File: src/pkg/ques_status_cfg.svh
// constants for the questionable status group: selectors, fields, resets
`ifndef QUES_STATUS_CFG_SVH
`define QUES_STATUS_CFG_SVH

// register selector codes on the command port
`define SEL_QUES_COND 3'h0
`define SEL_QUES_EVENT 3'h1
`define SEL_QUES_ENABLE 3'h2
`define SEL_QUES_PTR 3'h3
`define SEL_QUES_NTR 3'h4
`define SEL_OPER_ENABLE 3'h5

// condition bit positions
`define QC_POWER_BIT 3
`define QC_FREQ_BIT 5
`define QC_CAL_BIT 8
`define QC_SELFTEST_BIT 9
`define QC_BIT_ERROR_TEST_BIT 12

// bits that may ever be set; all others read as zero
`define QC_USED_MASK 16'h1328

// reset values
`define RST_EVENT 16'h0000
`define RST_ENABLE 16'h0000
`define RST_PTR 16'hFFFF
`define RST_NTR 16'h0000

`endif

File: src/pkg/ques_status_pkg.sv
// types shared by the questionable status group
`include "ques_status_cfg.svh"
package ques_status_pkg;
	// register selected by a command
	typedef enum logic [2:0] {
		SEL_QCOND = `SEL_QUES_COND,
		SEL_QEVENT = `SEL_QUES_EVENT,
		SEL_QENABLE = `SEL_QUES_ENABLE,
		SEL_QPTR = `SEL_QUES_PTR,
		SEL_QNTR = `SEL_QUES_NTR,
		SEL_OENABLE = `SEL_OPER_ENABLE
	} reg_sel_t;
	typedef logic [15:0] word_t; // one status register
endpackage

File: src/verilog/questionable_status_group.sv
// questionable status group with operation enable mask and summaries
//
// Function
// - operation enabled events drive status bit 7
// - enable masks read back written value
// - questionable summary sources status bit 3
// - condition register live, writes ignored
// - unused condition bits always read zero
// - bit 3 carries power summary
// - bit 5 carries frequency summary
// - bit 8 carries calibration summary
// - bit 9 self-test fail, reset only
// - bit 12 bit-error summary, zero without option
// - condition read returns binary weighted value
// - transition masks select which edges latch
// - absent variant bits tie to zero
// - summary is OR of enabled events
// - event read returns contents then clears
`timescale 1ns/1ps
`default_nettype none
`include "ques_status_cfg.svh"
module questionable_status_group
	import ques_status_pkg::*;
#(
	parameter bit HAS_BIT_ERROR_TEST = 1'b1 // model has the bit error test
) (
	input wire logic clk_sys_i,
	input wire logic arst_n_i,
	input wire logic power_sum_i,
	input wire logic freq_sum_i,
	input wire logic cal_sum_i,
	input wire logic bit_error_test_sum_i,
	input wire logic self_test_fail_i,
	input wire logic [15:0] oper_event_i,
	input wire logic clear_status_i,
	input wire logic cmd_wr_i,
	input wire logic cmd_rd_i,
	input wire logic [2:0] cmd_sel_i,
	input wire logic [15:0] cmd_wdata_i,
	output logic [15:0] rd_data_o,
	output logic rd_valid_o,
	output logic ques_summary_o,
	output logic oper_summary_o
);
	logic rst_s1_r; // reset release stage one
	logic rst_n; // synchronised reset
	logic [4:0] sync_lvl; // synchronised status inputs
	word_t cond_r; // live condition
	word_t cond_nxt;
	word_t prev_r; // condition one cycle earlier
	word_t event_r; // latched events
	word_t event_nxt;
	word_t enable_r; // questionable enable mask
	word_t ptr_r; // positive transition mask
	word_t ntr_r; // negative transition mask
	word_t oenable_r; // operation enable mask
	word_t new_ev; // filtered transitions this cycle
	logic selftest_r; // sticky self-test failure
	logic ev_read; // destructive read of the event register
	reg_sel_t sel;
	logic ques_sum_r;
	logic oper_sum_r;
	logic [15:0] rd_data_r;
	logic rd_valid_r;

	assign sel = reg_sel_t'(cmd_sel_i);
	assign ev_read = cmd_rd_i && (sel == SEL_QEVENT);

	// true when a write targets the given register
	function automatic logic wr_hit(input logic wr, input reg_sel_t s,
			input reg_sel_t want);
		wr_hit = wr && (s == want);
	endfunction

	// reset: asynchronous assert, two-flop release
	always_ff @(posedge clk_sys_i or negedge arst_n_i) begin
		if (!arst_n_i) begin
			rst_s1_r <= 1'b0;
			rst_n <= 1'b0;
		end else begin
			rst_s1_r <= 1'b1;
			rst_n <= rst_s1_r;
		end
	end

	// status inputs come from other logic on other clocks
	status_sync3 #(.WIDTH(5)) u_sync (
		.clk_sys_i(clk_sys_i),
		.rst_n_i(rst_n),
		.async_i({self_test_fail_i, bit_error_test_sum_i, cal_sum_i,
			freq_sum_i, power_sum_i}),
		.sync_o(sync_lvl)
	);

	// self-test failure sticks until reset; clear status leaves it
	always_ff @(posedge clk_sys_i or negedge rst_n) begin
		if (!rst_n) begin
			selftest_r <= 1'b0;
		end else if (sync_lvl[4]) begin
			selftest_r <= 1'b1;
		end
	end

	// assemble condition; unused and absent bits are constant zero
	always_comb begin
		cond_nxt = '0;
		cond_nxt[`QC_POWER_BIT] = sync_lvl[0];
		cond_nxt[`QC_FREQ_BIT] = sync_lvl[1];
		cond_nxt[`QC_CAL_BIT] = sync_lvl[2];
		cond_nxt[`QC_SELFTEST_BIT] = selftest_r;
		// tied off in models without the test capability
		cond_nxt[`QC_BIT_ERROR_TEST_BIT] = sync_lvl[3] & HAS_BIT_ERROR_TEST;
		cond_nxt = cond_nxt & `QC_USED_MASK;
	end

	// condition follows inputs only; writes never reach it
	always_ff @(posedge clk_sys_i or negedge rst_n) begin
		if (!rst_n) begin
			cond_r <= '0;
			prev_r <= '0;
		end else begin
			cond_r <= cond_nxt;
			prev_r <= cond_r;
		end
	end

	// edge filters pick rising and falling changes per bit
	assign new_ev = (cond_r & ~prev_r & ptr_r)
		| (~cond_r & prev_r & ntr_r);

	// a new event in the clearing cycle survives the clear
	always_comb begin
		event_nxt = event_r;
		if (ev_read || clear_status_i) begin
			event_nxt = '0;
		end
		event_nxt = event_nxt | new_ev;
	end

	// event register
	always_ff @(posedge clk_sys_i or negedge rst_n) begin
		if (!rst_n) begin
			event_r <= `RST_EVENT;
		end else begin
			event_r <= event_nxt;
		end
	end

	// writable masks hold exactly the written word
	always_ff @(posedge clk_sys_i or negedge rst_n) begin
		if (!rst_n) begin
			enable_r <= `RST_ENABLE;
			ptr_r <= `RST_PTR;
			ntr_r <= `RST_NTR;
			oenable_r <= `RST_ENABLE;
		end else begin
			if (wr_hit(cmd_wr_i, sel, SEL_QENABLE)) begin
				enable_r <= cmd_wdata_i;
			end
			if (wr_hit(cmd_wr_i, sel, SEL_QPTR)) begin
				ptr_r <= cmd_wdata_i;
			end
			if (wr_hit(cmd_wr_i, sel, SEL_QNTR)) begin
				ntr_r <= cmd_wdata_i;
			end
			if (wr_hit(cmd_wr_i, sel, SEL_OENABLE)) begin
				oenable_r <= cmd_wdata_i;
			end
		end
	end

	// read port: data registered one cycle after the strobe
	always_ff @(posedge clk_sys_i or negedge rst_n) begin
		if (!rst_n) begin
			rd_data_r <= '0;
			rd_valid_r <= 1'b0;
		end else begin
			rd_valid_r <= cmd_rd_i;
			if (cmd_rd_i) begin
				unique case (sel)
					SEL_QCOND: rd_data_r <= cond_r;
					SEL_QEVENT: rd_data_r <= event_r;
					SEL_QENABLE: rd_data_r <= enable_r;
					SEL_QPTR: rd_data_r <= ptr_r;
					SEL_QNTR: rd_data_r <= ntr_r;
					SEL_OENABLE: rd_data_r <= oenable_r;
					default: rd_data_r <= '0; // unmapped code
				endcase
			end
		end
	end

	// summaries; one cycle behind the event state
	always_ff @(posedge clk_sys_i or negedge rst_n) begin
		if (!rst_n) begin
			ques_sum_r <= 1'b0;
			oper_sum_r <= 1'b0;
		end else begin
			ques_sum_r <= |(event_r & enable_r);
			oper_sum_r <= |(oper_event_i & oenable_r);
		end
	end

	assign rd_data_o = rd_data_r;
	assign rd_valid_o = rd_valid_r;
	assign ques_summary_o = ques_sum_r;
	assign oper_summary_o = oper_sum_r;

	a_unused_zero: assert property (
		@(posedge clk_sys_i) disable iff (!rst_n)
		(cond_r & ~(`QC_USED_MASK)) == 16'h0000)
		else $error("unused condition bit set");
	a_selftest_sticky: assert property (
		@(posedge clk_sys_i) disable iff (!rst_n)
		cond_r[`QC_SELFTEST_BIT] |=> cond_r[`QC_SELFTEST_BIT] [*3])
		else $error("self-test bit dropped");
	a_bit_error_test_tied: assert property (
		@(posedge clk_sys_i) disable iff (!rst_n)
		!HAS_BIT_ERROR_TEST |-> !cond_r[`QC_BIT_ERROR_TEST_BIT])
		else $error("bit error bit set without option");
	a_ques_summary: assert property (
		@(posedge clk_sys_i) disable iff (!rst_n)
		##1 ques_summary_o == |($past(event_r) & $past(enable_r)))
		else $error("questionable summary wrong");
	a_oper_summary: assert property (
		@(posedge clk_sys_i) disable iff (!rst_n)
		##1 oper_summary_o == |($past(oper_event_i) & $past(oenable_r)))
		else $error("operation summary wrong");
	a_enable_readback: assert property (
		@(posedge clk_sys_i) disable iff (!rst_n)
		(cmd_wr_i && sel == SEL_QENABLE && !cmd_rd_i)
		##1 (cmd_rd_i && !cmd_wr_i && sel == SEL_QENABLE)
		|=> rd_data_o == $past(cmd_wdata_i, 2))
		else $error("enable readback mismatch");
	a_event_clear: assert property (
		@(posedge clk_sys_i) disable iff (!rst_n)
		(ev_read && new_ev == 16'h0000) |=> event_r == 16'h0000)
		else $error("event not cleared by read");
	a_edge_latch: assert property (
		@(posedge clk_sys_i) disable iff (!rst_n)
		(new_ev != 16'h0000) |=> (event_r & $past(new_ev)) == $past(new_ev))
		else $error("filtered transition lost");
	a_cond_read: assert property (
		@(posedge clk_sys_i) disable iff (!rst_n)
		(cmd_rd_i && sel == SEL_QCOND) |=> rd_data_o == $past(cond_r))
		else $error("condition read wrong");
endmodule
`default_nettype wire

File: src/verilog/status_sync3.sv
// three-stage synchroniser with agreement filter for status inputs
`timescale 1ns/1ps
`default_nettype none
module status_sync3 #(
	parameter int WIDTH = 4
) (
	input wire logic clk_sys_i,
	input wire logic rst_n_i,
	input wire logic [WIDTH-1:0] async_i,
	output logic [WIDTH-1:0] sync_o
);
	logic [WIDTH-1:0] s1_r; // first stage, read only by s2_r
	logic [WIDTH-1:0] s2_r; // second stage
	logic [WIDTH-1:0] s3_r; // third stage
	logic [WIDTH-1:0] out_r; // filtered level

	// shift chain; metastability settles in the first stage
	always_ff @(posedge clk_sys_i or negedge rst_n_i) begin
		if (!rst_n_i) begin
			s1_r <= '0;
			s2_r <= '0;
			s3_r <= '0;
		end else begin
			s1_r <= async_i;
			s2_r <= s1_r;
			s3_r <= s2_r;
		end
	end

	// a bit changes only once stages two and three agree
	genvar g;
	generate
		for (g = 0; g < WIDTH; g++) begin : g_filt
			always_ff @(posedge clk_sys_i or negedge rst_n_i) begin
				if (!rst_n_i) begin
					out_r[g] <= 1'b0;
				end else if (s2_r[g] == s3_r[g]) begin
					out_r[g] <= s3_r[g];
				end
			end
		end
	endgenerate

	assign sync_o = out_r;
endmodule
`default_nettype wire

File: config.mk
export PLATFORM = sky130hd
export DESIGN_NAME = questionable_status_group
export DESIGN_NICKNAME = d
export VERILOG_FILES = /design/src/pkg/ques_status_pkg.sv /design/src/verilog/questionable_status_group.sv /design/src/verilog/status_sync3.sv
export VERILOG_INCLUDE_DIRS = /design/src /design/src/pkg
export SDC_FILE = /design/constraint.sdc
export NUM_CORES = 1
export LEC_CHECK = 0
export ABC_AREA = 1
export BUFFER_PORTS_ARGS = -buffer_cell sky130_fd_sc_hd__buf_2
export CAP_MARGIN = 20
export CORE_UTILIZATION = 30
export DETAILED_ROUTE_END_ITERATION = 12
export PLACE_DENSITY = 0.49
export SYNTH_ARGS = -nofsm -noshare
export SYNTH_HDL_FRONTEND = slang
export SYNTH_SLANG_ARGS = --single-unit
File: constraint.sdc
create_clock -name clk_sys_i -period 9.7 [get_ports clk_sys_i]
set_clock_uncertainty 0.15 [all_clocks]
set_input_delay 0.485 -clock clk_sys_i [delete_from_list [all_inputs] [get_ports clk_sys_i]]
set_output_delay 0.485 -clock clk_sys_i [all_outputs]
set_load 0.03 [all_outputs]
Word level (Yosys, flattened, before mapping) --
Cells that the tools add are included.
Storage, ports and cells: word-level logic and storage cells 53, register bits after elaboration 132, bits of input ports 45
Cells by class: bitwise operators 10, eq/ne operators 10, muxes and demuxes 2, reductions and logical operators 9
Operators by type and width (number):
- 16-bit one-hot mux with 6 select lines | 1
- 16-bit bitwise AND | 4
- 13-bit inverter with 16-bit output | 2
- 16-bit bitwise OR | 2
- 16-bit OR reduction | 2
- 13-bit by 16-bit bitwise AND with 16-bit output | 1
- 16-bit by 13-bit bitwise AND with 16-bit output | 1
- 16-bit two-way mux | 1
- 3-bit by 2-bit == test with 1-bit output, second input constant | 2
- 3-bit == test, second input constant | 2
- 1-bit == test | 5
- 1-bit logical AND | 5
- 3-bit by 1-bit == test with 1-bit output, second input constant | 1
- 3-bit logical NOT | 1
- 1-bit logical OR | 1

Depth between registers and ports, before layout --
depth in word-level cells 5, depth in mapped cells 7, mapped depth without buffers 6

By module --
From an unflattened synthesis, not the netlist that was laid out.
Second synthesis, totals: cells, all modules 553, area total of the unflattened synthesis 5017.3 um^2
Modules (own cells, without submodules):
- questionable_status_group | area an instance 4435.5 um^2, instances 1, cells an instance 513, seq. area each 2547.4 um^2
- status_sync3 | area an instance 581.8 um^2, instances 1, cells an instance 40, seq. area each 500.5 um^2

Worst setup path after synthesis --
No wires, ideal clock.
path kind input to register, from in cmd_sel_i[2], to reg enable_r[10], arrival 1189 ps, required time 9428 ps, stages on the path 6, setup time 122 ps, slack 8240 ps, cells stage by stage buf_4 > nor2_8 > nand3_2 > clkbuf_1 > nand2_1 > o21ai_1
Between the ends: word-level cells in the longest chain between the ends 2
RTL lines:
- start: declaration | line questionable_status_group.sv:38 | input wire logic [2:0] cmd_sel_i,
- 3-bit by 2-bit == test with 1-bit output | line questionable_status_group.sv:72 | wr_hit = wr && (s == want);
- 1-bit logical AND | line questionable_status_group.sv:72
- end signal: assignment | line questionable_status_group.sv:152 | enable_r <= `RST_ENABLE;
- end signal: assignment | line questionable_status_group.sv:158 | enable_r <= cmd_wdata_i;
- end: declaration | line questionable_status_group.sv:53 | word_t enable_r;
No other way between the ends. A chain may end at the register's enable or synchronous reset.

Worst setup path after layout --
from in cmd_sel_i[0], to reg ntr_r[2]
Between the ends: word-level cells in the longest chain between the ends 2
RTL lines:
- 3-bit == test | line questionable_status_group.sv:72
- 1-bit logical AND | line questionable_status_group.sv:72
- end signal: assignment | line questionable_status_group.sv:154 | ntr_r <= `RST_NTR;
- end signal: assignment | line questionable_status_group.sv:164 | ntr_r <= cmd_wdata_i;
- end: declaration | line questionable_status_group.sv:55 | word_t ntr_r;
No other way between the ends.

==> reports/metrics.cfg <==
[status]
status=completed

[power_and_ir_drop]
combinationalPowerShare_pct=11.1
vdd_ir_drop_max_v=0.000130
power.switching_uw=375
p_seq_share_pct=43.6
leakagePower_uw=0.00300
pwr-share-clk_pct=45.4
power.density_nw_per_um2=243
internal_power_uw=1100
netSwitchingFraction_pct=25.4

[critical_path]
crit_path_end_kind=flip-flop
r2r-start=rst_n$_DFF_PN0_
critical_path_peak_fanout=37
timing.critical_path.from_type=input pin
timing_worst_setup_path_type=input pin to flip-flop
cp.required_ps=9850
crit_arrival_ps=3120
reg2reg_slack_ps=7870
ff2ff_path_depth=1
worstReg2RegEnd=u_sync.s1_r[0]$_DFF_PN0_

[yosys]
synthesis.instances=543
avgSynthCellArea_um2=9.19
synth.yosys.warnings=0
yosysSeqAreaShare_pct=61.1
synthDistinctLibCells=23
postSynthNetCount=588
syn-cell-area_um2=4990
yosys_register_bits=121

[hold_path]
worstHoldPathType=input pin to flip-flop
holdCritStartpoint=cal_sum_i
worstHoldEndpoint=u_sync.s1_r[2]$_DFF_PN0_
number_of_cells_on_the_worst_hold_path=1

[place]
worst_setup_timing_slack_at_the_placement_stage_ps=6300
finalWeightedCongestion=0.777
place.port_buffers=63
place.detailed.hpwl_mm=8.05
placedInstanceArea_um2=5440

[layout]
num_antenna_cells=0
final_layout_size_suffix_gt1_share_pct=19.7
fillerInstances=1622
regArea_um2=3050
multi_input_comb_area_um2=1680
final_cell_area_um2=6080
syn_to_final_growth_pct=21.9
layout.nets=642

[global_routing]
antenna_found_initial=0
grt_pass1_vias=3868
grt_first_pass_wirelength_mm=20.3
grt_start_max_net_pins=74
globalRoute.totalOverflow=0
track_usage_pct=16.0

[clock_tree]
tritoncts=done
clock_sink_count=121
path_clk_slew_ps=50
ctsResizeCount=0
cts_inserted_buffers=17
clock_tree.buffer_depth=2
ctsHtreeMaxLevel=4
clock_latency_of_the_later_clocked_register_in_the_worst_skew_pair_ps=410
clockRootBuffer=sky130_fd_sc_hd__clkbuf_16

[job]
cap_violations=0

[detailed_routing]
routed_via_density=4.74
detail_route.wirelength_mm=12.4
drt-initial-drc-count=174
detail_route.drc_violations=0
drt-pass1-iter-count=5
post_drt_wl_per_cell_um=15.0
vias=3914
antenna_violating_nets_post_route=0

[timing]
hold_slack_ps=26.3
hold_viol_final=0
final_min_period_ps=2970
timing.final.setup_violations=0
maxClockFrequency_mhz=337
worstMarginPinSlew_ps=1010
finalMaxSlewViolations=0
setup_tns_ps=0
rsz0062_at_grt=no
slew_headroom_pct=32.2
final_critical_path_share_of_the_clock_period_pct=30.6
setup_ws_ps=6730

[floorplanning]
dieWidth_um=131
floorplan.rows=46
die_area_um2=17100
coreArea_um2=16100
ios=64
initial_utilization_pct=31.1
fp.dieH_um=131

cell families (layout without fill, tap and decap cells):
| kind of cell | after synthesis | count (layout) | share of synthesized area [%] |
|---|---|---|---|
| AOI/OAI and AO/OA | 88 | 88 | 9.03 |
| other | 1 | 1 | 0.0752 |
| adders and majority gates | 5 | 5 | 1.00 |
| DFF | 121 | 121 | 61.1 |
| buffers and inverters | 61 | 128 | 5.32 |
| and+or+nand+nor | 267 | 267 | 23.5 |
placed cells by master, fill, tap and decap left out, types with 7 or more instances in the layout:
master	instances
sky130_fd_sc_hd__o21ai_1	43
sky130_fd_sc_hd__dfrtp_1	104
sky130_fd_sc_hd__buf_2	63
sky130_fd_sc_hd__o21ai_0	32
sky130_fd_sc_hd__dfstp_2	16
sky130_fd_sc_hd__clkbuf_16	17
sky130_fd_sc_hd__nand3_1	46
sky130_fd_sc_hd__inv_1	27
sky130_fd_sc_hd__a21oi_1	7
sky130_fd_sc_hd__nand4_1	30
sky130_fd_sc_hd__nor2_1	27
sky130_fd_sc_hd__nand2_1	158
metrics by stage:
stage	instances	util (%)	power (uW)
2_1_floorplan	543	-	754
3_3_place_gp	793	33.9	810
3_5_place_dp	793	33.9	816
4_1_cts	826	37.9	1500
5_1_grt	826	37.9	1550
6_report	826	37.9	1480
what timing repair did:
item,4_1_cts,5_1_grt
endpoints found under the hold margin,2,0
hold buffers,1,0
endpoints found under the setup margin,0,0
buffers inserted,0,0
sequential cells by signal, indices dropped and copies added, names as in the netlist:
register,flops
enable_r,16
ntr_r,16
oenable_r,16
ptr_r,16
rd_data_o,16
cond_r,5
event_r,5
prev_r,5
u_sync.s1_r,5
u_sync.s2_r,5
u_sync.s3_r,5
u_sync.sync_o,5
oper_summary_o,1
ques_summary_o,1
rd_valid_o,1
rst_n,1
rst_s1_r,1
selftest_r,1
power by group through the flow:
stage	Clock, uW	Combinational, uW	Sequential [uW]
after floorplan	0	92.9	661
after global placement	0	161	649
after detailed placement	0	165	651
after CTS	685	166	644
after global routing	710	188	654
final	670	164	643
cell usage after synthesis, drive strengths merged:
library cell	number	share of area [%]
buf	20	2.2
conb	1	0.075
or2	1	0.13
nor2	30	2.7
a21oi	7	0.70
maj3	5	1.0
a221oi	1	0.18
a31oi	5	0.63
nand3	48	5.0
dfstp	16	8.4
clkbuf	11	0.83
nand4	30	3.8
nand2	158	12
inv	30	2.3
dfrtp	105	53
o21ai	75	7.5
routing by layer:
| metal | vias up | part of all wire (%) | routed length [um] | GRT usage (%) |
|---|---|---|---|---|
| li1 | 1913 | - | - | - |
| met1 | 1900 | 47 | 5820 | 20.5 |
| met2 | 86 | 47 | 5800 | 25.5 |
| met3 | 15 | 4.7 | 588 | 4.72 |
| met4 | 0 | 1.4 | 172 | 5.95 |
| met5 | - | 0 | 0 | 0 |
critical path, cell delays in order:
cell and delay, ps:
sky130_fd_sc_hd__buf_2 350, sky130_fd_sc_hd__nor2_2 820, sky130_fd_sc_hd__nand3_1 980, sky130_fd_sc_hd__o21ai_0 460
worst max-delay path by stage:
stage / startpoint / end / cells past startpoint
after CTS: cmd_sel_i[0] / ntr_r[7]$_DFFE_PN0P_ / 4
after global placement: cmd_sel_i[0] / ntr_r[3]$_DFFE_PN0P_ / 4
final: cmd_sel_i[0] / ntr_r[2]$_DFFE_PN0P_ / 4
after floorplan: rst_n$_DFF_PN0_ / cond_r[12]$_DFF_PN0_ / 0
after detailed placement: cmd_sel_i[0] / ntr_r[7]$_DFFE_PN0P_ / 4
after global routing: cmd_sel_i[0] / ntr_r[1]$_DFFE_PN0P_ / 4
area by class of cell:
cell class	count	area share, %
multi-input cells	361	27.5
flip-flops and latches	121	50.2
inverters	30	1.85
repair buffers	66	5.60
clock inverters	8	2.30
well taps	216	4.44
clock buffers	24	8.08
Note: power is estimated with default switching activity, not from simulation.
